## src/include/agdr_pkg.sv

```systemverilog
// package: register map, field layout, reset values and debounce timing for the record-path gain register bank
package agdr_pkg;
    // register offsets
    localparam logic [7:0] OFS_LEFT_APPLIED_GAIN  = 8'h20;
    localparam logic [7:0] OFS_RIGHT_APPLIED_GAIN = 8'h21;
    localparam logic [7:0] OFS_LEFT_DEBOUNCE      = 8'h22;
    localparam logic [7:0] OFS_RIGHT_DEBOUNCE     = 8'h23;
    localparam logic [7:0] OFS_RECORD_FLAGS       = 8'h24;
    // reset values
    localparam logic [7:0] RST_APPLIED_GAIN = 8'h00;
    localparam logic [7:0] RST_DEBOUNCE     = 8'h00;
    localparam logic [6:0] RST_MAX_GAIN     = 7'h7F;
    // debounce field positions
    localparam int NOISE_DB_MSB  = 7;
    localparam int NOISE_DB_LSB  = 3;
    localparam int SIGNAL_DB_MSB = 2;
    localparam int SIGNAL_DB_LSB = 0;
    // flag bit positions
    localparam int FLAG_L_GAIN_MATCH = 7;
    localparam int FLAG_L_POWER      = 6;
    localparam int FLAG_L_QUIET      = 5;
    localparam int FLAG_L_SATURATED  = 4;
    localparam int FLAG_R_GAIN_MATCH = 3;
    localparam int FLAG_R_POWER      = 2;
    localparam int FLAG_R_QUIET      = 1;
    localparam int FLAG_R_SATURATED  = 0;
    // gain limits, half-dB codes
    localparam logic [7:0] GAIN_MIN_CODE = 8'hE8;
    localparam logic [7:0] GAIN_MAX_CODE = 8'h77;
    localparam logic [6:0] MAX_GAIN_CAP  = 7'h77;
    // timing: debounce tick of 0.5 ms, long steps of 64 ms
    localparam int CLOCK_HZ       = 25000000;
    localparam int TICK_US        = 500;
    localparam int TICK_CYCLES    = CLOCK_HZ / 1000000 * TICK_US;
    localparam int LONG_STEP_MS   = 64;
    localparam logic [4:0] LONG_CODE_BASE = 5'h07;
endpackage

```

## src/rtl/agdr_regs.sv

```systemverilog
// record-path automatic gain register bank with debounced signal detection
// Functional notes
// left applied gain readable, signed half-dB
// right applied gain readable, same encoding
// left noise debounce short codes 0-32 ms
// left noise long codes 64 ms times (code-7)
// left signal debounce 0 to 32 ms
// right noise debounce field bits 7:3
// right noise long codes step 64 ms
// right signal debounce 0 to 32 ms
// durations exact only without double-rate audio
// flag 7 left gain amplifier match
// flag 6 left converter powered
// flags 5,1 signal quiet status
// flags 4,0 gain at maximum allowed
// flag 3 right gain amplifier match
// flag 2 right converter powered
// max gain 7-bit, capped 59.5 dB
// zero noise threshold disables detection
// writes to read-only registers ignored
module agdr_regs
    import agdr_pkg::*;
#(
    parameter int TICK_CYC = TICK_CYCLES
)
(
    input  wire logic       CLOCK,
    input  wire logic       RESETN,
    input  wire logic       CLK_EN,
    input  wire logic [7:0] REG_ADDR,
    input  wire logic       REG_WR,
    input  wire logic       REG_RD,
    input  wire logic [7:0] REG_WDATA,
    input  wire logic [7:0] LEFT_GAIN_IN,
    input  wire logic [7:0] RIGHT_GAIN_IN,
    input  wire logic [6:0] LEFT_MAX_GAIN,
    input  wire logic [6:0] RIGHT_MAX_GAIN,
    input  wire logic [4:0] LEFT_NOISE_THRESH,
    input  wire logic [4:0] RIGHT_NOISE_THRESH,
    input  wire logic       LEFT_BELOW_NOISE,
    input  wire logic       RIGHT_BELOW_NOISE,
    input  wire logic       LEFT_AMP_MATCH,
    input  wire logic       RIGHT_AMP_MATCH,
    input  wire logic       LEFT_ADC_POWERED,
    input  wire logic       RIGHT_ADC_POWERED,
    input  wire logic       DOUBLE_RATE_AUDIO,
    output logic      [7:0] REG_RDATA,
    output logic            REG_RVALID,
    output logic            LEFT_QUIET,
    output logic            RIGHT_QUIET
);

    typedef enum logic [1:0]
    {
        QS_LOUD     = 2'b00,
        QS_TO_QUIET = 2'b01,
        QS_QUIET    = 2'b10,
        QS_TO_LOUD  = 2'b11
    } agdr_qstate_t;

    // duration of a debounce code in half-ms ticks
    function automatic logic [11:0] short_ticks(input logic [2:0] code);
        logic [11:0] t;
        t = 12'h000;
        if (code != 3'h0)
        begin
            t = 12'h001 << (code - 3'h1); // see R3 see R5
        end
        return t;
    endfunction

    function automatic logic [11:0] noise_ticks(input logic [4:0] code);
        logic [11:0] t;
        t = 12'h000;
        if (code > LONG_CODE_BASE)
        begin
            // 64 ms = 128 ticks per step above code 7
            t = {code - LONG_CODE_BASE, 7'h00}; // see R4
        end
        else
        begin
            t = short_ticks(code[2:0]); // see R3
        end
        return t;
    endfunction

    // saturation: applied gain equal to the capped maximum allowed gain
    function automatic logic at_max(input logic [7:0] gain, input logic [6:0] maxg);
        logic [6:0] cap;
        cap = (maxg > MAX_GAIN_CAP) ? MAX_GAIN_CAP : maxg;
        return gain == {1'b0, cap};
    endfunction

    logic [1:0]   rst_sync_r;
    logic         rst_n;
    logic [7:0]   left_gain_r;
    logic [7:0]   right_gain_r;
    logic [7:0]   left_db_r;
    logic [7:0]   right_db_r;
    logic [7:0]   flags_r;
    logic [15:0]  tick_cnt_r;
    logic         tick;
    logic [11:0]  l_cnt_r;
    logic [11:0]  r_cnt_r;
    agdr_qstate_t l_st_r;
    agdr_qstate_t r_st_r;

    // reset release through two flops
    always_ff @(posedge CLOCK or negedge RESETN)
    begin
        if (!RESETN)
        begin
            rst_sync_r <= 2'b00;
        end
        else
        begin
            rst_sync_r <= {rst_sync_r[0], 1'b1};
        end
    end
    assign rst_n = rst_sync_r[1];

    // half-ms tick; in double-rate mode it runs twice as fast, so durations differ
    always_ff @(posedge CLOCK or negedge rst_n)
    begin
        if (!rst_n)
        begin
            tick_cnt_r <= 16'h0000;
        end
        else if (CLK_EN)
        begin
            if (tick)
            begin
                tick_cnt_r <= 16'h0000;
            end
            else
            begin
                tick_cnt_r <= tick_cnt_r + (DOUBLE_RATE_AUDIO ? 16'h0002 : 16'h0001);
            end
        end
    end
    assign tick = tick_cnt_r >= (DOUBLE_RATE_AUDIO ? 16'(TICK_CYC - 2) : 16'(TICK_CYC - 1));

    // applied gain capture, read-only to software
    always_ff @(posedge CLOCK or negedge rst_n)
    begin
        if (!rst_n)
        begin
            left_gain_r  <= RST_APPLIED_GAIN;
            right_gain_r <= RST_APPLIED_GAIN;
        end
        else if (CLK_EN)
        begin
            left_gain_r  <= LEFT_GAIN_IN;
            right_gain_r <= RIGHT_GAIN_IN;
        end
    end

    // debounce registers; only these two accept writes
    always_ff @(posedge CLOCK or negedge rst_n)
    begin
        if (!rst_n)
        begin
            left_db_r  <= RST_DEBOUNCE;
            right_db_r <= RST_DEBOUNCE;
        end
        else if (CLK_EN && REG_WR)
        begin
            if (REG_ADDR == OFS_LEFT_DEBOUNCE)
            begin
                left_db_r <= REG_WDATA; // see R3
            end
            else if (REG_ADDR == OFS_RIGHT_DEBOUNCE)
            begin
                right_db_r <= REG_WDATA; // see R6
            end
        end
    end

    // left detection debounce: noise time to enter quiet, signal time to leave
    always_ff @(posedge CLOCK or negedge rst_n)
    begin
        if (!rst_n)
        begin
            l_st_r  <= QS_LOUD;
            l_cnt_r <= 12'h000;
        end
        else if (CLK_EN)
        begin
            if (LEFT_NOISE_THRESH == 5'h00)
            begin
                l_st_r  <= QS_LOUD;
                l_cnt_r <= 12'h000;
            end
            else
            begin
                case (l_st_r)
                    QS_LOUD:
                    begin
                        l_cnt_r <= noise_ticks(left_db_r[NOISE_DB_MSB:NOISE_DB_LSB]);
                        if (LEFT_BELOW_NOISE)
                            l_st_r <= QS_TO_QUIET;
                    end
                    QS_TO_QUIET:
                    begin
                        if (!LEFT_BELOW_NOISE)
                            l_st_r <= QS_LOUD;
                        else if (l_cnt_r == 12'h000)
                            l_st_r <= QS_QUIET;
                        else if (tick)
                            l_cnt_r <= l_cnt_r - 12'h001;
                    end
                    QS_QUIET:
                    begin
                        l_cnt_r <= short_ticks(left_db_r[SIGNAL_DB_MSB:SIGNAL_DB_LSB]);
                        if (!LEFT_BELOW_NOISE)
                            l_st_r <= QS_TO_LOUD;
                    end
                    QS_TO_LOUD:
                    begin
                        if (LEFT_BELOW_NOISE)
                            l_st_r <= QS_QUIET;
                        else if (l_cnt_r == 12'h000)
                            l_st_r <= QS_LOUD;
                        else if (tick)
                            l_cnt_r <= l_cnt_r - 12'h001;
                    end
                    default:
                        l_st_r <= QS_LOUD;
                endcase
            end
        end
    end

    // right detection debounce, same scheme
    always_ff @(posedge CLOCK or negedge rst_n)
    begin
        if (!rst_n)
        begin
            r_st_r  <= QS_LOUD;
            r_cnt_r <= 12'h000;
        end
        else if (CLK_EN)
        begin
            if (RIGHT_NOISE_THRESH == 5'h00)
            begin
                r_st_r  <= QS_LOUD;
                r_cnt_r <= 12'h000;
            end
            else
            begin
                case (r_st_r)
                    QS_LOUD:
                    begin
                        r_cnt_r <= noise_ticks(right_db_r[NOISE_DB_MSB:NOISE_DB_LSB]);
                        if (RIGHT_BELOW_NOISE)
                            r_st_r <= QS_TO_QUIET;
                    end
                    QS_TO_QUIET:
                    begin
                        if (!RIGHT_BELOW_NOISE)
                            r_st_r <= QS_LOUD;
                        else if (r_cnt_r == 12'h000)
                            r_st_r <= QS_QUIET;
                        else if (tick)
                            r_cnt_r <= r_cnt_r - 12'h001;
                    end
                    QS_QUIET:
                    begin
                        r_cnt_r <= short_ticks(right_db_r[SIGNAL_DB_MSB:SIGNAL_DB_LSB]);
                        if (!RIGHT_BELOW_NOISE)
                            r_st_r <= QS_TO_LOUD;
                    end
                    QS_TO_LOUD:
                    begin
                        if (RIGHT_BELOW_NOISE)
                            r_st_r <= QS_QUIET;
                        else if (r_cnt_r == 12'h000)
                            r_st_r <= QS_LOUD;
                        else if (tick)
                            r_cnt_r <= r_cnt_r - 12'h001;
                    end
                    default:
                        r_st_r <= QS_LOUD;
                endcase
            end
        end
    end

    // status flags, refreshed every enabled cycle
    always_ff @(posedge CLOCK or negedge rst_n)
    begin
        if (!rst_n)
        begin
            flags_r     <= 8'h00;
            LEFT_QUIET  <= 1'b0;
            RIGHT_QUIET <= 1'b0;
        end
        else if (CLK_EN)
        begin
            flags_r[FLAG_L_GAIN_MATCH] <= LEFT_AMP_MATCH;
            flags_r[FLAG_L_POWER]      <= LEFT_ADC_POWERED;
            flags_r[FLAG_L_QUIET]      <= (l_st_r == QS_QUIET) || (l_st_r == QS_TO_LOUD);
            flags_r[FLAG_L_SATURATED]  <= at_max(LEFT_GAIN_IN, LEFT_MAX_GAIN);
            flags_r[FLAG_R_GAIN_MATCH] <= RIGHT_AMP_MATCH;
            flags_r[FLAG_R_POWER]      <= RIGHT_ADC_POWERED;
            flags_r[FLAG_R_QUIET]      <= (r_st_r == QS_QUIET) || (r_st_r == QS_TO_LOUD);
            flags_r[FLAG_R_SATURATED]  <= at_max(RIGHT_GAIN_IN, RIGHT_MAX_GAIN);
            LEFT_QUIET                 <= (l_st_r == QS_QUIET) || (l_st_r == QS_TO_LOUD);
            RIGHT_QUIET                <= (r_st_r == QS_QUIET) || (r_st_r == QS_TO_LOUD);
        end
    end

    // read port: data one cycle after the strobe; read-only offsets never written
    always_ff @(posedge CLOCK or negedge rst_n)
    begin
        if (!rst_n)
        begin
            REG_RDATA  <= 8'h00;
            REG_RVALID <= 1'b0;
        end
        else if (CLK_EN)
        begin
            REG_RVALID <= REG_RD;
            if (REG_RD)
            begin
                if (REG_ADDR == OFS_LEFT_APPLIED_GAIN)
                begin
                    REG_RDATA <= left_gain_r; // see R1
                end
                else if (REG_ADDR == OFS_RIGHT_APPLIED_GAIN)
                begin
                    REG_RDATA <= right_gain_r; // see R2
                end
                else if (REG_ADDR == OFS_LEFT_DEBOUNCE)
                begin
                    REG_RDATA <= left_db_r;
                end
                else if (REG_ADDR == OFS_RIGHT_DEBOUNCE)
                begin
                    REG_RDATA <= right_db_r;
                end
                else if (REG_ADDR == OFS_RECORD_FLAGS)
                begin
                    REG_RDATA <= flags_r;
                end
                else
                begin
                    REG_RDATA <= 8'h00;
                end
            end
        end
    end

endmodule

```

## config.mk

```make
export PLATFORM = sky130hd
export DESIGN_NAME = agdr_regs
export DESIGN_NICKNAME = d
export VERILOG_FILES = /design/src/include/agdr_pkg.sv /design/src/rtl/agdr_regs.sv
export SDC_FILE = /design/constraint.sdc
export NUM_CORES = 1
export LEC_CHECK = 0
export ABC_AREA = 0
export BUFFER_PORTS_ARGS = -buffer_cell sky130_fd_sc_hd__buf_2
export CAP_MARGIN = 0
export CORE_MARGIN = 2
export CORE_UTILIZATION = 61
export DETAILED_ROUTE_END_ITERATION = 10
export HOLD_SLACK_MARGIN = 0.05
export PLACE_DENSITY = 0.9
export SETUP_SLACK_MARGIN = 0.5
export SLEW_MARGIN = 20
export SYNTH_ARGS = -nofsm -noshare
export SYNTH_HDL_FRONTEND = slang
export SYNTH_SLANG_ARGS = --single-unit
export TNS_END_PERCENT = 10
```

## constraint.sdc

```tcl
create_clock -name CLOCK -period 6.32 [get_ports CLOCK]
set_input_delay 0.632 -clock CLOCK [delete_from_list [all_inputs] [get_ports CLOCK]]
set_output_delay 0.632 -clock CLOCK [all_outputs]
set_load 0.02 [all_outputs]
```

==> impl_metrics.ini <==
[logic_synthesis]
netlist.area_leader.share_pct = 40.07
synth_edf_count = 0
ys.warnings.count = 0
synthTopCellsByArea = dfrtp_1, mux2_2, ha_1
yosys.area.top_type = dfrtp_1
yosysMostFrequentCell = dfrtp_1
syn-num-nets = 712
synth_area_per_cell_um2 = 9.478
yosys_register_bits = 95
syn-instance-count = 626
yosys-top-cells-count = dfrtp_1, nor2_1, nand2_1
synth_ff_type = dfrtp_1
syn_area_um2 = 5933
ys_seq_area_share_pct = 40.07
synthDistinctLibCells = 74
synth_async_sr_flop_share_pct = 100.0

[clock_network]
cts_inserted_buffers = 9
cts_sinks = 95
cts_tree = built
cts-root-buf = clkbuf_8
htree_levels = 3
insertion_delay_ns = 0.39
clk_pin_slew_worst_paths_ns = 0.11
post_cts_resized = 0
clockBufferDepth = 2
cts_setup_buffers = 0

[pwr]
clockPowerShare_pct = 22.4
powerDensity_nw_per_um2 = 296.2
switchingPower_w = 0.0007798
seqPwrFrac_pct = 45.0
p_int_w = 0.001177
swShare_pct = 39.85
power.leakage_nw = 2.924
comb_power_share_pct = 32.6
ir_worst_vdd_v = 0.0001923

[finish]
finalCoreUtilization_pct = 70.81
areaGrowthSynthToFinish_pct = 11.32
diodes = 0
fin_nets = 778
drive_gt1_share_pct = 22.38

[sta]
rsz0062_at_grt = no
slew_violations = 0
slew_headroom_pct = 41.40
fin_skew_ns = 0.01274
setup_viol_count_final = 0
min_period_over_period_pct = 45.57
tightest_slew_ns = 0.8750
hold_viol = 0
fin_setup_tns_ns = 0
fin_ws_ns = 3.440
timing.final.crit_period_ns = 2.880
max_freq_mhz = 347.2

[critical_path]
r2r_end = r_cnt_r[7]
r2r-start = tick_cnt_r[0]
critPathRequiredTime_ns = 6.61
start_kind = primary input
worstSetupPathType = primary input to flip-flop
cp_slowest_stage_delay_ns = 0.80
critPathBufInv = 2
rr_worst_depth = 8
timing.reg2reg.setup_slack_ns = 3.46
critPathTopFamily = compound AO/OA/AOI/OAI gates
cp_cell_sequence = buf_2, inv_1, ha_1, nand3b_1, o211ai_1, a2111o_1, a31oi_1, nor4b_1, a211o_1
cp.arrival_ns = 3.17
cp_max_fo = 15
cp_slowest_cell = a31oi_1
end_kind = flip-flop

[place]
place_ws_ns = 3.061
port_buffers = 78
gp_congestion = 0.9226
dp_hpwl_um = 10510

[floorplanning]
coreArea_um2 = 9328
die_h_um = 102.6
core.rowCount = 35
ios = 79
die_w_um = 102.6
dieArea_um2 = 10530
initial_utilization_pct = 63.61

[route]
vias_per_cell = 6.396
drt_iter0_markers = 334
post-route-drc-count = 0
finalWirelength_um = 14650
drtAntennaViolNets = 0
vias = 5283
wire_per_inst_um = 17.74
drt-pass1-iter-count = 5

[run]
maxCapViolations = 0

[grt]
grt_pass1_vias = 4970
grt_overflow_total = 0
track_usage_pct = 28.70
grt_max_degree = 61
grt_antenna_before_repair = 0
grt_pass1_wl_um = 23740

[hold_path]
hold_path_class = flip-flop to asynchronous set/reset pin

[run_status]
status = complete, no violations
-- what timing repair did --
item | CTS | global route
hold buffers | 1 | 0
endpoints found under the hold margin | 2 | 0
setup endpoints to repair | 0 | 0
-- per-stage QoR --
step                      cells  instance area [um2]  power (W)  hold WS (ns)
final                       826                 6605   0.001957        0.2644
after global routing        826                 6605   0.002073        0.3303
after CTS                   826                 6605   0.001942        0.2979
after detailed placement    809                 6385   0.001507        0.2869
after global placement      809                 6385   0.001477        0.2817
after floorplan             626                 5933   0.001326        0.3312
-- cell families after synthesis --
family                   share of synthesized area, %
multiplexers                                    8.731
AND/OR/NAND/NOR                                 20.75
AO/OA/AOI/OAI                                   19.49
flip-flops                                      40.07
other                                         0.06320
adder cells (fa/ha/maj)                         3.922
XOR/XNOR                                        3.395
buffers and inverters                           3.585
-- layer usage --
| metal | part of all wire [%] | vias to the layer above | GRT usage [%] |
|---|---|---|---|
| met5 | 0 | - | 0 |
| met2 | 49 | 232 | 47.61 |
| li1 | - | 2456 | - |
| met4 | 1.9 | 0 | 9.436 |
| met3 | 6.6 | 32 | 5.966 |
| met1 | 43 | 2563 | 37.81 |
-- worst max-delay path by stage --
stage / startpoint / to / slack (ns) / cells past startpoint
3_3_place_gp: DOUBLE_RATE_AUDIO / r_cnt_r[7] / 3.23 / 9
3_5_place_dp: DOUBLE_RATE_AUDIO / r_cnt_r[7] / 3.06 / 9
2_1_floorplan: rst_sync_r[1] / REG_RDATA[0] / 3.48 / 0
4_1_cts: DOUBLE_RATE_AUDIO / r_cnt_r[7] / 3.47 / 9
5_1_grt: r_cnt_r[0] / r_cnt_r[7] / 3.34 / 8
6_report: DOUBLE_RATE_AUDIO / r_cnt_r[7] / 3.44 / 9
-- worst register-to-register path, cell delays in order, from the launching register on --
cell and delay, ns:
dfrtp_1 0.37, inv_1 0.06, ha_1 0.31, nand3b_1 0.10, o211ai_1 0.09, a2111o_1 0.60
a31oi_1 0.81, nor4b_1 0.14, a211o_1 0.30
-- placed cells by master, fill, tap and decap left out, types with 6 or more instances in the layout --
master / instances
dfrtp_1: 94
o21a_1: 10
xnor2_1: 14
inv_1: 25
o32ai_1: 6
nor2b_1: 8
or3_1: 9
nor4_1: 7
a22oi_1: 9
mux2_2: 38
nor2_1: 53
clkbuf_8: 9
a21oi_1: 24
mux2i_1: 9
a32o_1: 6
o21ai_0: 34
xor2_1: 9
a31oi_1: 12
nand2b_1: 13
o32a_1: 8
nand3_1: 20
buf_2: 78
nor3b_1: 8
nand4_1: 10
nor3_1: 17
nand2_1: 51
ha_1: 17
-- layout make-up --
class,count,area (um2)
Clock buffer,9,123.9
Clock inverter,7,86.33
Fill cell,705,2723
Inverter,25,93.84
Multi-Input combinational cell,480,3343
Sequential cell,95,2381
Tap cell,129,161.4
Timing Repair Buffer,81,415.4
-- state kept, by name, summed over array words and instances (netlist names) --
name	flops
right_gain_r	8
flags_r	8
left_gain_r	8
right_db_r	8
l_st_r	2
left_db_r	8
rst_sync_r	2
r_st_r	2
l_cnt_r	12
r_cnt_r	12
REG_RDATA	8
REG_RVALID	1
tick_cnt_r	16
-- power by group through the flow --
stage	Clock, W	Combinational [W]	Sequential [W]
after floorplan	0	0.000497	0.000829
after global placement	0	0.000602	0.000875
after detailed placement	0	0.000623	0.000884
after CTS	0.000439	0.000629	0.000873
after global routing	0.000470	0.000704	0.000898
final	0.000438	0.000639	0.000880
No activity file was read; power rests on OpenSTA's default activity.
